$ cat src/hw/direct_command_pkg.sv
// Constants, encodings and register map of the direct command decoder
package direct_command_pkg;
    // ****************************************
    // Bus and register map
    // ****************************************
    localparam int ADDR_W = 8;
    localparam int DATA_W = 32;
    localparam int REG_W = 8;
    localparam logic [ADDR_W-1:0] REG_OPCTL = 8'h00;
    localparam logic [ADDR_W-1:0] REG_CONFIG = 8'h04;
    localparam logic [ADDR_W-1:0] REG_STATUS = 8'h08;
    localparam logic [REG_W-1:0] OPCTL_RESET = 8'h00;
    localparam logic [REG_W-1:0] CONFIG_RESET = 8'h00;
    localparam int OPC_EN_BIT = 7;
    localparam int OPC_RX_BIT = 6;
    localparam int OPC_TX_BIT = 3;
    localparam int CFG_REGS_BIT = 0;
    localparam int CFG_NRT_EMV_BIT = 1;
    localparam int CFG_AUTO_RESP_BIT = 2;
    localparam int CFG_GAIN_LSB = 4;
    localparam int GAIN_W = 4;
    localparam int STS_BUSY_BIT = 0;
    localparam int STS_TEST_BIT = 1;
    localparam int STS_CODE_LSB = 8;
    // ****************************************
    // Command codes
    // ****************************************
    localparam logic [7:0] CMD_SET_DEFAULT = 8'hC1;
    localparam logic [7:0] CMD_CLEAR_A = 8'hC2;
    localparam logic [7:0] CMD_CLEAR_B = 8'hC3;
    localparam logic [7:0] CMD_TX_CRC = 8'hC4;
    localparam logic [7:0] CMD_TX_NOCRC = 8'hC5;
    localparam logic [7:0] CMD_TX_REQA = 8'hC6;
    localparam logic [7:0] CMD_TX_WUPA = 8'hC7;
    localparam logic [7:0] CMD_RESET_GAIN = 8'hD5;
    localparam logic [7:0] CMD_ADJ_REG = 8'hD6;
    localparam logic [7:0] CMD_CAL_MOD = 8'hD7;
    localparam logic [7:0] CMD_CAL_ANT = 8'hD8;
    localparam logic [7:0] CMD_MEAS_PHASE = 8'hD9;
    localparam logic [7:0] CMD_CLR_RSSI = 8'hDA;
    localparam logic [7:0] CMD_CLR_TEST = 8'hFA;
    localparam logic [7:0] CMD_TEST_ACC = 8'hFC;
    // Transmit kind on tx_kind_o
    localparam logic [1:0] TX_KIND_CRC = 2'h0;
    localparam logic [1:0] TX_KIND_NOCRC = 2'h1;
    localparam logic [1:0] TX_KIND_REQA = 2'h2;
    localparam logic [1:0] TX_KIND_WUPA = 2'h3;
    // Sequencer states, Gray along idle, busy, done
    typedef enum logic [1:0] {
        ST_IDLE = 2'b00,
        ST_BUSY = 2'b01,
        ST_DONE = 2'b11
    } seq_state_t;
endpackage

$ cat src/hw/direct_command_decoder.sv
// Direct command decoder with its control registers and embedded checks
//
// The implementer's own choices: the strobed register port and the address map.
`timescale 1ns/100ps
module direct_command_decoder (
    input wire logic clock_i, // 25 MHz clock
    input wire logic arst_n_i, // Power-up reset, async
    input wire logic [direct_command_pkg::ADDR_W-1:0] addr_i, // Register address
    input wire logic [direct_command_pkg::DATA_W-1:0] wdata_i, // Write data
    input wire logic we_i, // Write strobe
    input wire logic re_i, // Read strobe
    output logic [direct_command_pkg::DATA_W-1:0] rdata_o, // Read data, next cycle
    input wire logic cmd_valid_i, // Command byte strobe
    input wire logic [7:0] cmd_code_i, // Command code
    input wire logic cmd_chained_i, // Byte follows another in one frame
    input wire logic xtal_stable_i, // Oscillator frequency stable
    input wire logic seq_done_i, // Analog sequence finished
    output logic gain_reset_o, // Drop squelch, load manual gain
    output logic [direct_command_pkg::GAIN_W-1:0] manual_gain_o, // Manual gain
    output logic regulator_adjust_o, // Start regulator adjust
    output logic mod_depth_cal_o, // Start modulation calibration
    output logic antenna_cal_o, // Start antenna trim
    output logic phase_meas_o, // Start phase measurement
    output logic rssi_clear_o, // Clear and restart signal strength
    output logic test_regs_clear_o, // Clear test registers
    output logic test_write_en_o, // Test registers writable
    output logic soft_default_o, // Return registers to power-up values
    output logic cal_results_clear_o, // Drop calibration results
    output logic fifo_clear_o, // Empty FIFO
    output logic fifo_status_clear_o, // Reset FIFO status
    output logic activity_abort_o, // Abort transmit or receive
    output logic timers_stop_o, // Stop timers except wake-up
    output logic nrt_stop_o, // Stop no-response timer
    output logic ca_timer_stop_o, // Stop collision avoidance timer
    output logic coll_irq_clear_o, // Reset collision and interrupt regs
    output logic tx_start_o, // Start transmission
    output logic [1:0] tx_kind_o, // Kind of transmission
    output logic cmd_irq_o, // Command completion interrupt
    output logic chip_en_o, // Operation control en
    output logic rx_en_o, // Operation control rx_en
    output logic tx_en_o // Operation control tx_en
);
    import direct_command_pkg::*;

    // ****************************************
    // Registers and state
    // ****************************************
    logic [REG_W-1:0] opctl;
    logic [REG_W-1:0] config_reg;
    logic [7:0] last_code;
    logic test_armed;
    seq_state_t state;
    seq_state_t next_state;

    // ****************************************
    // Decode
    // ****************************************
    wire en = opctl[OPC_EN_BIT];
    wire tx_en = opctl[OPC_TX_BIT];
    wire reg_s = config_reg[CFG_REGS_BIT];
    wire nrt_emv = config_reg[CFG_NRT_EMV_BIT];
    wire auto_response_bit = config_reg[CFG_AUTO_RESP_BIT];
    wire idle = (state == ST_IDLE);
    wire solo = !cmd_chained_i;
    wire is_default = cmd_valid_i && (cmd_code_i == CMD_SET_DEFAULT);
    wire is_clear = cmd_valid_i
        && (cmd_code_i == CMD_CLEAR_A || cmd_code_i == CMD_CLEAR_B);
    wire is_tx = cmd_valid_i && (cmd_code_i >= CMD_TX_CRC)
        && (cmd_code_i <= CMD_TX_WUPA);
    wire is_gain = cmd_valid_i && (cmd_code_i == CMD_RESET_GAIN);
    wire is_reg = cmd_valid_i && (cmd_code_i == CMD_ADJ_REG);
    wire is_mod = cmd_valid_i && (cmd_code_i == CMD_CAL_MOD);
    wire is_ant = cmd_valid_i && (cmd_code_i == CMD_CAL_ANT);
    wire is_phase = cmd_valid_i && (cmd_code_i == CMD_MEAS_PHASE);
    wire is_rssi = cmd_valid_i && (cmd_code_i == CMD_CLR_RSSI);
    wire is_tclr = cmd_valid_i && (cmd_code_i == CMD_CLR_TEST);
    wire is_tacc = cmd_valid_i && (cmd_code_i == CMD_TEST_ACC);

    // Acceptance by mode bits, chaining and sequencer state
    wire acc_default = is_default && solo;
    wire acc_clear = is_clear && en && xtal_stable_i && idle;
    wire acc_tx = is_tx && en && tx_en && idle;
    wire acc_gain = is_gain && en && solo && idle;
    wire acc_reg = is_reg && en && !reg_s && solo && idle;
    wire acc_mod = is_mod && en && solo && idle;
    wire acc_ant = is_ant && en && solo && idle;
    wire acc_phase = is_phase && en && solo && idle;
    wire acc_rssi = is_rssi && en && idle;
    wire acc_tacc = is_tacc;
    wire acc_tclr = is_tclr && cmd_chained_i && test_armed;
    wire acc_long = acc_reg || acc_mod || acc_ant || acc_phase;
    wire accepted = acc_default || acc_clear || acc_tx || acc_gain || acc_long
        || acc_rssi || acc_tacc || acc_tclr;

    wire [1:0] tx_kind_sel = cmd_code_i[1:0] == TX_KIND_CRC[1:0] ? TX_KIND_CRC
        : cmd_code_i[1:0] == TX_KIND_NOCRC[1:0] ? TX_KIND_NOCRC
        : cmd_code_i[1:0] == TX_KIND_REQA[1:0] ? TX_KIND_REQA : TX_KIND_WUPA;

    // Register access decode
    wire wr_opctl = we_i && (addr_i == REG_OPCTL);
    wire wr_config = we_i && (addr_i == REG_CONFIG);
    wire [DATA_W-1:0] status_word = {{(DATA_W - STS_CODE_LSB - 8){1'b0}}, last_code,
        {(STS_CODE_LSB - 2){1'b0}}, test_write_en_o, !idle};
    wire [DATA_W-1:0] rd_word = (addr_i == REG_OPCTL) ? {{(DATA_W - REG_W){1'b0}}, opctl}
        : (addr_i == REG_CONFIG) ? {{(DATA_W - REG_W){1'b0}}, config_reg}
        : (addr_i == REG_STATUS) ? status_word : '0;

    // ****************************************
    // Sequencer for commands with completion interrupt
    // ****************************************
    always_comb begin
        next_state = state;
        case (state)
            ST_IDLE: begin
                if (acc_long) begin
                    next_state = ST_BUSY;
                end
            end
            ST_BUSY: begin
                if (seq_done_i) begin
                    next_state = ST_DONE;
                end
            end
            ST_DONE: begin
                next_state = ST_IDLE;
            end
            default: begin
                next_state = ST_IDLE;
            end
        endcase
        if (acc_default) begin
            next_state = ST_IDLE;
        end
    end

    always_ff @(posedge clock_i or negedge arst_n_i) begin
        if (!arst_n_i) begin
            state <= ST_IDLE;
        end else begin
            state <= next_state;
        end
    end

    // ****************************************
    // Registers; operation control survives soft default
    // ****************************************
    always_ff @(posedge clock_i or negedge arst_n_i) begin
        if (!arst_n_i) begin
            opctl <= OPCTL_RESET;
        end else if (wr_opctl) begin
            opctl <= wdata_i[REG_W-1:0];
        end
    end

    always_ff @(posedge clock_i or negedge arst_n_i) begin
        if (!arst_n_i) begin
            config_reg <= CONFIG_RESET;
        end else if (acc_default) begin
            config_reg <= CONFIG_RESET;
        end else if (wr_config) begin
            config_reg <= wdata_i[REG_W-1:0];
        end
    end

    always_ff @(posedge clock_i or negedge arst_n_i) begin
        if (!arst_n_i) begin
            last_code <= 8'h00;
            test_armed <= 1'b0;
            test_write_en_o <= 1'b0;
        end else begin
            if (acc_default) begin
                last_code <= 8'h00;
            end else if (accepted) begin
                last_code <= cmd_code_i;
            end
            if (cmd_valid_i) begin
                test_armed <= acc_tacc;
            end
            if (acc_default) begin
                test_write_en_o <= 1'b0;
            end else if (acc_tacc) begin
                test_write_en_o <= 1'b1;
            end
        end
    end

    always_ff @(posedge clock_i or negedge arst_n_i) begin
        if (!arst_n_i) begin
            rdata_o <= '0;
        end else begin
            rdata_o <= re_i ? rd_word : '0;
        end
    end

    // ****************************************
    // Command pulses
    // ****************************************
    always_ff @(posedge clock_i or negedge arst_n_i) begin
        if (!arst_n_i) begin
            gain_reset_o <= 1'b0;
            regulator_adjust_o <= 1'b0;
            mod_depth_cal_o <= 1'b0;
            antenna_cal_o <= 1'b0;
            phase_meas_o <= 1'b0;
            rssi_clear_o <= 1'b0;
            test_regs_clear_o <= 1'b0;
            tx_start_o <= 1'b0;
            tx_kind_o <= TX_KIND_CRC;
            cmd_irq_o <= 1'b0;
        end else begin
            gain_reset_o <= acc_gain;
            regulator_adjust_o <= acc_reg;
            mod_depth_cal_o <= acc_mod;
            antenna_cal_o <= acc_ant;
            phase_meas_o <= acc_phase;
            rssi_clear_o <= acc_rssi;
            test_regs_clear_o <= acc_tclr;
            tx_start_o <= acc_tx;
            if (acc_tx) begin
                tx_kind_o <= tx_kind_sel;
            end
            cmd_irq_o <= (state == ST_BUSY) && seq_done_i && !acc_default;
        end
    end

    always_ff @(posedge clock_i or negedge arst_n_i) begin
        if (!arst_n_i) begin
            soft_default_o <= 1'b0;
            cal_results_clear_o <= 1'b0;
            fifo_clear_o <= 1'b0;
            fifo_status_clear_o <= 1'b0;
            activity_abort_o <= 1'b0;
            timers_stop_o <= 1'b0;
            nrt_stop_o <= 1'b0;
            ca_timer_stop_o <= 1'b0;
            coll_irq_clear_o <= 1'b0;
        end else begin
            soft_default_o <= acc_default;
            cal_results_clear_o <= acc_default;
            fifo_clear_o <= acc_clear || (acc_default && en);
            fifo_status_clear_o <= acc_clear || (acc_default && en);
            activity_abort_o <= acc_clear || acc_default;
            timers_stop_o <= acc_clear || acc_default;
            nrt_stop_o <= (acc_clear && !nrt_emv) || acc_default;
            ca_timer_stop_o <= (acc_clear && !auto_response_bit) || acc_default;
            coll_irq_clear_o <= acc_clear || acc_default;
        end
    end

    always_ff @(posedge clock_i or negedge arst_n_i) begin
        if (!arst_n_i) begin
            manual_gain_o <= '0;
            chip_en_o <= 1'b0;
            rx_en_o <= 1'b0;
            tx_en_o <= 1'b0;
        end else begin
            manual_gain_o <= config_reg[CFG_GAIN_LSB +: GAIN_W];
            chip_en_o <= opctl[OPC_EN_BIT];
            rx_en_o <= opctl[OPC_RX_BIT];
            tx_en_o <= opctl[OPC_TX_BIT];
        end
    end
endmodule

$ cat config.mk
export PLATFORM = sky130hd
export DESIGN_NAME = direct_command_decoder
export DESIGN_NICKNAME = d
export VERILOG_FILES = /design/src/hw/direct_command_pkg.sv /design/src/hw/direct_command_decoder.sv
export SDC_FILE = /design/constraint.sdc
export NUM_CORES = 1
export LEC_CHECK = 0
export BUFFER_PORTS_ARGS = -buffer_cell sky130_fd_sc_hd__clkbuf_2
export CAP_MARGIN = 20
export CORE_ASPECT_RATIO = 0.8
export CORE_MARGIN = 1.5
export CORE_UTILIZATION = 35
export CTS_BUF_LIST = sky130_fd_sc_hd__clkbuf_4
export CTS_CLUSTER_DIAMETER = 50
export DETAILED_ROUTE_END_ITERATION = 10
export PLACE_DENSITY = 0.62
export RECOVER_POWER = 100
export SETUP_SLACK_MARGIN = 0.2
export SLEW_MARGIN = 20
export SYNTH_ARGS = -nofsm -noshare
export SYNTH_HDL_FRONTEND = slang
export SYNTH_SLANG_ARGS = --single-unit
$ cat constraint.sdc
create_clock -name clock_i -period 3.43 [get_ports clock_i]
set_clock_uncertainty 0.2 [all_clocks]
set_input_delay 0.343 -clock clock_i [delete_from_list [all_inputs] [get_ports clock_i]]
set_output_delay 0.343 -clock clock_i [all_outputs]
set_load 0.005 [all_outputs]
* After elaboration in Yosys (flattened, before gate mapping)
Index checks and enable logic that the tools add are counted.
** Word-level totals
- Logic and storage cells :: 136
- Bits in registers :: 67
- Output and inout bits :: 60
** Cells by class
- Mux-type cells :: 17
- Equal/unequal tests :: 18
- Reductions and logical operators :: 73
- Magnitude comparators :: 2
** Operators by type and width (count)
- $eq 8x8->1 const B :: 11
- $mux 16 :: 4
- $logic_and 1x1->1 :: 46
- $mux 8 :: 4
- $logic_or 1x1->1 :: 14
- $mux 2 :: 5
- $eq 8x3->1 const B :: 1
- $eq 8x4->1 const B :: 1
- $ge 8x8->1 const B :: 1
- $le 8x8->1 const B :: 1
- $logic_not 8->1 :: 1
- $logic_not 1->1 :: 6
- $reduce_bool 2->1 :: 3
- $eq 2x1->1 const B :: 2
- $logic_not 2->1 :: 2
- $pmux 2 s2 :: 1
- $mux 1 :: 3
- $ne 3x1->1 const B :: 1
- $ne 3x3->1 const B :: 1
- $eq 2x2->1 const B :: 1
- $reduce_and 2->1 :: 1

* Longest topological paths before layout
Gate-level depths: netlist of the first run.
- Depth in word-level cells :: 15
- Gate-level depth with buffers :: 6
- Gate-level depth less buffers :: 5

* Worst setup path after synthesis of the first run
No wires, ideal clock.
- Kind :: input-to-reg
- From :: in addr_i[7] in the netlist's numbering
- To :: reg opctl[0]
- Slack :: 1.385 ns
- Arrival time :: 1.720 ns
- Required time :: 3.105 ns
- Cell stages on the path :: 5
- Buffers on the path :: 1
- Cell sequence :: or4_1 nor3_2 and4bb_1 buf_6 mux2_2
** On the way
- Longest elaborated chain between the ends :: 2
** RTL lines
- from (decl) :: line direct_command_decoder.sv:8 : input wire logic [direct_command_pkg::ADDR_W-1:0] addr_i,
- $logic_not 8->1 :: line direct_command_decoder.sv:100 : wire wr_opctl = we_i && (addr_i == REG_OPCTL);
- $logic_and 1x1->1 :: line direct_command_decoder.sv:100
- to (signal assigned) :: line direct_command_decoder.sv:151 : opctl <= wdata_i[REG_W-1:0];
- to (decl) :: line direct_command_decoder.sv:48 : logic [REG_W-1:0] opctl;
Every way passes these cells.
A chain may end at the register's enable or synchronous reset.

* Worst setup path after layout of the first run
- From :: in cmd_chained_i
- To :: reg last_code[2]
** On the way
- Longest elaborated chain between the ends :: 11
** RTL lines
- from (decl) :: line direct_command_decoder.sv:15 : input wire logic cmd_chained_i,
- $logic_not 1->1 :: line direct_command_decoder.sv:64 : wire solo = !cmd_chained_i;
- $logic_and 1x1->1, on equally long branches (2 in a row) :: line direct_command_decoder.sv:84, direct_command_decoder.sv:85
- $logic_or 1x1->1 (3 in a row) :: line direct_command_decoder.sv:91 : wire acc_long = acc_reg || acc_mod || acc_ant || acc_phase;
- $logic_or 1x1->1 :: line direct_command_decoder.sv:92 : wire accepted = acc_default || acc_clear || acc_tx || acc_gain || acc_long
- $logic_or 1x1->1 (3 in a row) :: line direct_command_decoder.sv:93 : || acc_rssi || acc_tacc || acc_tclr;
- $reduce_bool 2->1 (no line)
- to (signal assigned) :: line direct_command_decoder.sv:174 : last_code <= cmd_code_i;
- to (decl) :: line direct_command_decoder.sv:50 : logic [7:0] last_code;
Parallel ways exist; a longest one is shown, timed or not.

==> results of run 1 <==
-- layout make-up --
cell class,instances,area share (%)
Sequential cell,67,49.2
Tap cell,108,3.96
Inverter,9,0.991
Clock buffer,10,2.20
Multi-Input combinational cell,142,27.3
Timing Repair Buffer,88,13.4
Clock inverter,6,3.05
-- cells by family (layout without fill, tap and decap cells) --
kind of cell / Yosys count / in the layout
simple gates: 81 / 81
flops: 67 / 67
buf+inv: 34 / 113
other cells: 1 / 16
compound gates: 15 / 15
mux: 30 / 30
-- what timing repair did --
item | 4_1_cts | 5_1_grt
hold buffers | 11 | 0
setup buffers | 0 | 0
endpoints found under the hold margin | 63 | 0
-- cells in the mapped netlist (2+ instances only) --
master,number
sky130_fd_sc_hd__nand2_1,10
sky130_fd_sc_hd__mux2i_1,18
sky130_fd_sc_hd__nand3_1,2
sky130_fd_sc_hd__nor3_1,9
sky130_fd_sc_hd__buf_2,3
sky130_fd_sc_hd__inv_1,9
sky130_fd_sc_hd__nor2_1,22
sky130_fd_sc_hd__mux2_2,12
sky130_fd_sc_hd__and3_1,2
sky130_fd_sc_hd__a211oi_1,2
sky130_fd_sc_hd__nand3b_1,2
sky130_fd_sc_hd__a21oi_1,4
sky130_fd_sc_hd__buf_4,20
sky130_fd_sc_hd__and2_1,9
sky130_fd_sc_hd__nor4bb_1,2
sky130_fd_sc_hd__nand4bb_1,2
sky130_fd_sc_hd__o21ai_0,3
sky130_fd_sc_hd__nor2b_1,4
sky130_fd_sc_hd__dfrtp_1,67
-- routing by layer --
| layer | share of wire (%) | GRT usage, % | vias to the layer above |
|---|---|---|---|
| met4 | 1.6 | 6.63 | 0 |
| li1 | - | - | 912 |
| met1 | 47 | 19.1 | 925 |
| met5 | 0 | 0 | - |
| met2 | 46 | 21.5 | 61 |
| met3 | 6.2 | 3.96 | 8 |
-- metrics by stage --
| stage | power (uW) | setup slack, ns | hold slack [ns] |
|---|---|---|---|
| 6_report | 1630 | 0.828 | -0.00236 |
| 5_1_grt | 1710 | 0.564 | -0.00484 |
| 4_1_cts | 1660 | 1.05 | 0.00864 |
| 3_5_place_dp | 1010 | 0.919 | 0.189 |
| 3_3_place_gp | 1000 | 0.998 | 0.186 |
| 2_1_floorplan | 952 | 1.39 | -0.153 |
-- critical path, stage by stage --
cell	delay, ns
sky130_fd_sc_hd__dlygate4sd3_1	0.53
sky130_fd_sc_hd__clkbuf_1	0.15
sky130_fd_sc_hd__nand2b_1	0.20
sky130_fd_sc_hd__nor4b_1	0.43
sky130_fd_sc_hd__o21ai_0	0.26
sky130_fd_sc_hd__nand4_1	0.40
sky130_fd_sc_hd__mux2_2	0.39
-- power by group through the flow --
stage,clock network [uW],registers [uW],logic (uW)
global placement,0,871,133
detailed placement,0,873,137
floorplan,0,866,85.5
CTS,655,857,147
global route,694,864,155
finish,640,857,136
-- placed cells by master (no fill, tap or decap), drive strengths merged, types with 3 or more instances in the layout --
| cell type | instances |
|---|---|
| inv | 9 |
| conb | 16 |
| nand2 | 11 |
| o21ai | 4 |
| mux2 | 12 |
| nand4bb | 3 |
| dfrtp | 67 |
| clkbuf | 86 |
| nor2b | 4 |
| mux2i | 18 |
| clkinv | 3 |
| nor3 | 10 |
| bufinv | 3 |
| a21oi | 5 |
| and2 | 9 |
| dlygate4sd3 | 11 |
| nor2 | 22 |
-- final timing paths --
path | slack [ns] | end | depth (start not counted)
setup / recovery | 0.83 | last_code[2]$_DFFE_PN0P_ | 7
min in group asynchronous | 0.54 | opctl[4]$_DFFE_PN0P_ | 2
hold / removal | -0.002 | rdata_o[0]$_DFF_PN0_ | 3
hold reg to reg | 0.21 | rx_en_o$_DFF_PN0_ | 0
setup reg to reg | 0.91 | last_code[2]$_DFFE_PN0P_ | 5
max in group asynchronous | 1.46 | opctl[7]$_DFFE_PN0P_ | 3
==> insert_results.sql, run 1 <==
INSERT INTO impl_metrics (metric_group, metric, value, unit) VALUES
('synthesis', 'ys_seq_area_share', '59.5', '%'),
('run', 'drv.max_cap_violation_count', '0', ''),
('die', 'die_width', '103', 'um'),
('global_routing', 'number_of_antenna_violations_at_the_first_check_in_global_routing', '0', ''),
('synthesis', 'synth_async_sr_flop_share', '100', '%'),
('routing', 'drc', '0', ''),
('sta', 'rsz_0062_raised_after_global_routing', 'no', ''),
('run_status', 'violated_checks', 'hold timing', ''),
('die', 'design.die.area', '8600', 'um^2'),
('routing', 'first_pass_iters', '5', ''),
('clocking', 'sinks_on_clock_net', '67', ''),
('die', 'row_count', '29', ''),
('routing', 'drt_iter0_markers', '77', ''),
('synthesis', 'netlist_instances', '228', ''),
('synthesis', 'synthesis.area_per_instance', '12.4', 'um^2'),
('min_path', 'hold_path_class', 'input port to flip-flop', ''),
('power', 'clock_power_share', '39.2', '%'),
('run_status', 'outcome', 'complete, but fails checks', ''),
('synthesis', 'dominant_combinational_cell_family_by_area_after_synthesis', 'simple AND/OR/NAND/NOR gates', ''),
('routing', 'drtAntennaViolNets', '0', ''),
('clocking', 'path_clk_slew', '0.11', 'ns'),
('placed_design', 'placed_cell_area', '3220', 'um^2'),
('clocking', 'clk_latency', '0.40', 'ns'),
('cells_and_area', 'combined_area_of_the_multi_input_logic_cells', '930', 'um^2'),
('critical_path', 'worstSetupPathType', 'input port to flip-flop', ''),
('sta', 'final_hold_viol_count', '1', ''),
('synthesis', 'synth.area.top_cells', 'sky130_fd_sc_hd__dfrtp_1 60%, sky130_fd_sc_hd__mux2i_1 6.4%, sky130_fd_sc_hd__buf_4 5.3%, sky130_fd_sc_hd__mux2_2 4.8%, sky130_fd_sc_hd__nor2_1 2.9%', ''),
('cells_and_area', 'postLayoutCoreUtil', '43.3', '%'),
('power', 'power.leakage', '0.00177', 'uW'),
('die', 'fp.dieH', '83.3', 'um'),
('cells_and_area', 'antennaDiodeCount', '0', ''),
('placed_design', 'globalplace.congestion', '0.804', ''),
('synthesis', 'synth_xor_xnor_area_share', '0', '%'),
('critical_path', 'crit_path_start', 'cmd_chained_i', ''),
('synthesis', 'yosys_register_bits', '67', ''),
('global_routing', 'global_route.usage.total', '14.3', '%'),
('sta', 'setup-violations-final', '0', ''),
('cells_and_area', 'share_of_final_layout_standard_cells_stronger_than_drive_strength_1', '23.0', '%'),
('cells_and_area', 'largest_register', 'rdata_o', ''),
('clocking', 'h-tree-depth', '3', ''),
('cells_and_area', 'post_layout_nonfiller_instances', '430', ''),
('die', 'num_io_pins', '116', ''),
('global_routing', 'grt_pass1_wl', '9.20', 'mm'),
('power', 'netSwitchingFraction', '22.4', '%'),
('synthesis', 'post_synth_top_area_share', '59.5', '%'),
('sta', 'finalWorstPathRequiredPeriod', '2.60', 'ns'),
('critical_path', 'worst-endpoint-arrival', '2.70', 'ns'),
('critical_path', 'path_max_fanout', '7', ''),
('global_routing', 'grt_max_degree', '51', ''),
('critical_path', 'required', '3.52', 'ns'),
('synthesis', 'synth.mux.area_fraction', '11.2', '%'),
('sta', 'worst_max_slew_margin_expressed_relative_to_the_limit', '17.8', '%'),
('synthesis', 'synthSimpleGateAreaFrac', '17.9', '%'),
('clocking', 'clockRootBuffer', 'sky130_fd_sc_hd__clkbuf_4', ''),
('sta', 'tightestPinTransition', '1.23', 'ns'),
('routing', 'via_per_inst', '4.43', ''),
('critical_path', 'setup.worst_path.end_class', 'flip-flop', ''),
('sta', 'slew_violations', '0', ''),
('synthesis', 'synth_enable_flop_cells', '0', ''),
('power', 'comb_power_share', '8.3', '%'),
('synthesis', 'synth_unique_cells', '45', ''),
('power', 'power.density_cell_area', '479', 'nW/um^2'),
('sta', 'worst_hold_slack', '-0.00236', 'ns'),
('min_path', 'min-delay-start', 're_i', ''),
('synthesis', 'post_synth_instance_area', '2820', 'um^2'),
('placed_design', 'buffer_ports.inserted', '75', ''),
('power', 'p_switching', '366', 'uW'),
('placed_design', 'dp.cells', '403', ''),
('cells_and_area', 'area.sequential', '1680', 'um^2'),
('global_routing', 'first_global_vias', '1893', ''),
('clocking', 'cts-buffers-inserted', '9', '');
Power figures use the tool's default switching activity.
==> run 2, diff against run 1 <==
--- a/config.mk
+++ b/config.mk
@@ -13,7 +13,7 @@
 export CTS_BUF_LIST = sky130_fd_sc_hd__clkbuf_4
 export CTS_CLUSTER_DIAMETER = 50
 export DETAILED_ROUTE_END_ITERATION = 10
-export PLACE_DENSITY = 0.62
+export PLACE_DENSITY = 0.65
 export RECOVER_POWER = 100
 export SETUP_SLACK_MARGIN = 0.2
 export SLEW_MARGIN = 20
==> constraint.sdc (replaced) <==
create_clock -name clock_i -period 2.3 [get_ports clock_i]
set_clock_uncertainty 0.2 [all_clocks]
set_input_delay 0.23 -clock clock_i [delete_from_list [all_inputs] [get_ports clock_i]]
set_output_delay 0.23 -clock clock_i [all_outputs]
set_load 0.005 [all_outputs]
==> run 2 against run 1 <==
The run now ends clean. Wire length rose by 6.1%. Sequential power is 49% higher. First-iteration DRC count is 6.5% higher. Critical path depth down 1. Count of clock-buffer cells in the layout is the same. Worst hold slack better by 0.028 ns. Register-to-register slack worse by 0.63 ns.
==> insert_results.sql, run 2 (synthesis gave the netlist of run 1 again) <==
INSERT INTO impl_metrics (metric_group, metric, value, unit) VALUES
('run_status', 'outcome', 'finished clean', ''),
('clocking', 'path_clk_slew', '0.11', 'ns'),
('cells_and_area', 'layout_filler_cell_count', '764', ''),
('sta', 'tightestPinTransition', '1.43', 'ns'),
('sta', 'timing.final.ws_setup', '0.263', 'ns'),
('global_routing', 'grtUsageMet2', '23.0', '%'),
('clocking', 'clk_latency', '0.40', 'ns'),
('cells_and_area', 'layout-area-overhead-vs-synth', '27.5', '%'),
('critical_path', 'timing.critical_path.from_type', 'input port', ''),
('die', 'core', '7870', 'um^2'),
('die', 'fp.dieH', '83.3', 'um'),
('routing', 'drtAntennaViolNets', '0', ''),
('placed_design', 'dp.cells', '409', ''),
('global_routing', 'first_global_vias', '1983', ''),
('critical_path', 'crit_path_cell_trace', 'dlygate4sd3_1, clkbuf_2, nor4bb_2, o21ai_1, nand4_4, mux2_2', ''),
('cells_and_area', 'final_nets', '390', ''),
('routing', 'drc', '0', ''),
('run', 'drv.max_cap_violation_count', '0', ''),
('clocking', 'h-tree-depth', '3', ''),
('cells_and_area', 'largest_register_ff_count', '16', ''),
('global_routing', 'busiest_layer', 'met2', ''),
('die', 'num_io_pins', '116', ''),
('placed_design', 'buffer_ports.inserted', '75', ''),
('cells_and_area', 'post_layout_nonfiller_instances', '447', ''),
('cells_and_area', 'mostFrequentLayoutCells', '67 x sky130_fd_sc_hd__dfrtp_1, 46 x sky130_fd_sc_hd__clkbuf_2, 28 x sky130_fd_sc_hd__clkbuf_1, 22 x sky130_fd_sc_hd__nor2_1, 21 x sky130_fd_sc_hd__dlygate4sd3_1', ''),
('clocking', 'sinks_on_clock_net', '67', ''),
('sta', 'slew_violations', '0', ''),
('power', 'power.leakage', '0.00185', 'uW'),
('clocking', 'cts-buffers-inserted', '9', ''),
('critical_path', 'setup.worst_path.end_class', 'flip-flop', ''),
('sta', 'achievable-frequency', '491', 'MHz'),
('min_path', 'hold_path_class', 'input port to flip-flop', ''),
('sta', 'finalWorstPathRequiredPeriod', '2.04', 'ns'),
('critical_path', 'path_max_fanout', '9', ''),
('clocking', 'cts_tree', 'built', ''),
('routing', 'first_pass_iters', '4', ''),
('critical_path', 'worstSetupPathType', 'input port to flip-flop', ''),
('critical_path', 'worst-endpoint-arrival', '2.13', 'ns'),
('critical_path', 'cpPeakStageDelay', '0.54', 'ns'),
('sta', 'fin_setup_tns', '0', 'ns'),
('routing', 'routed_wirelength', '6.01', 'mm'),
('clocking', 'clock_tree.buffer_depth', '2', ''),
('placed_design', 'dp.final_hpwl', '4.20', 'mm'),
('cells_and_area', 'area.sequential', '1680', 'um^2'),
('sta', 'min_period_over_period', '88.6', '%'),
('critical_path', 'required', '2.40', 'ns'),
('global_routing', 'grt_use_met1', '20.2', '%'),
('routing', 'drt-wirelength-per-cell', '13.4', 'um'),
('global_routing', 'grt_pass1_wl', '9.78', 'mm'),
('power', 'power.ir.vdd_worst', '0.211', 'mV'),
('cells_and_area', 'antennaDiodeCount', '0', ''),
('placed_design', 'globalplace.congestion', '0.750', ''),
('cells_and_area', 'share_of_final_layout_standard_cells_stronger_than_drive_strength_1', '26.8', '%'),
('die', 'design.die.area', '8600', 'um^2'),
('sta', 'worst_max_slew_margin_expressed_relative_to_the_limit', '4.48', '%'),
('placed_design', 'detailedPlace.worstSlack', '0.139', 'ns'),
('routing', 'drt_iter0_markers', '82', ''),
('global_routing', 'globalRouteOverflowTotal', '0', ''),
('global_routing', 'number_of_antenna_violations_at_the_first_check_in_global_routing', '0', ''),
('global_routing', 'global_route.usage.total', '15.3', '%'),
('sta', 'final_hold_viol_count', '0', ''),
('critical_path', 'crit_slowest_cell', 'sky130_fd_sc_hd__dlygate4sd3_1', ''),
('clocking', 'clockRootBuffer', 'sky130_fd_sc_hd__clkbuf_4', ''),
('global_routing', 'grt_util_met3', '3.96', '%'),
('routing', 'via_per_inst', '4.40', ''),
('routing', 'detailroute.via_count', '1968', ''),
('cells_and_area', 'largest_register', 'rdata_o', ''),
('cells_and_area', 'combined_area_of_the_multi_input_logic_cells', '997', 'um^2'),
('cells_and_area', 'postLayoutCoreUtil', '45.6', '%'),
('die', 'initial_cell_density_of_the_core', '35.8', '%'),
('die', 'die_width', '103', 'um'),
('global_routing', 'grt_max_degree', '68', ''),
('cells_and_area', 'layout.cells.most_common', 'sky130_fd_sc_hd__dfrtp_1', ''),
('die', 'row_count', '29', ''),
('sta', 'rsz_0062_raised_after_global_routing', 'yes', ''),
('sta', 'setup-violations-final', '0', ''),
('power', 'power.density_cell_area', '634', 'nW/um^2');
run 2: cell type report:
| cell class | instances | share of cell area, % |
|---|---|---|
| sequential | 67 | 46.7 |
| tap | 108 | 3.76 |
| clock buffer | 10 | 2.09 |
| timing repair buffer | 105 | 16.9 |
| multi-input combinational | 142 | 27.8 |
| clock inverter | 6 | 1.85 |
| inverter | 9 | 0.940 |
run 2: timing repair:
action / 4_1_cts / 5_1_grt
pin swaps: 0 / 1
endpoints found under the setup margin: 3 / 7
resized for setup: 2 / 5
setup buffers: 0 / 1
hold buffers: 21 / 0
hold endpoints to repair: 98 / 0
run 2: layer usage:
metal,routed length (um),vias to the layer above
met2,2740,62
met4,108,0
met3,335,12
met1,2830,938
met5,0,-
li1,-,956
run 2: report_power, final:
group | total, uW | internal, uW | leakage (uW) | switching (uW)
logic | 233 | 114 | 0.000872 | 120
registers | 1280 | 1240 | 0.000903 | 37.3
clock network | 766 | 343 | 0.0000702 | 423
run 2: critical path, delay by kind of cell:
family	cells	cell delay (ns)
AOI/OAI and AO/OA	1	0.23
buffers and inverters	2	0.74
muxes	1	0.34
and+or+nand+nor	2	0.59
run 2: metrics by stage:
| step | instance area, um^2 | total power, uW | hold slack, ns |
|---|---|---|---|
| floorplan | 2870 | 1420 | -0.266 |
| global placement | 3280 | 1510 | 0.0693 |
| detailed placement | 3280 | 1510 | 0.0748 |
| CTS | 3640 | 2310 | 0.00474 |
| global route | 3590 | 2390 | 0.0267 |
| finish | 3590 | 2280 | 0.0254 |
run 2: path summary, 6_finish.rpt:
path                                            from                         to  slack (ns)  cells after the start
max in group asynchronous                   arst_n_i      rdata_o[10]$_DFF_PN0_        0.46                      3
min in group asynchronous                   arst_n_i  config_reg[5]$_DFFE_PN0P_        0.56                      3
worst min register to register  opctl[6]$_DFFE_PN0P_          rx_en_o$_DFF_PN0_        0.21                      0
worst max register to register  state[0]$_DFFE_PN0P_   last_code[1]$_DFFE_PN0P_        0.28                      6
worst min-delay path                   cmd_code_i[6]       tx_start_o$_DFF_PN0_        0.03                      3
worst max-delay path                   cmd_code_i[0]   last_code[1]$_DFFE_PN0P_        0.26                      6
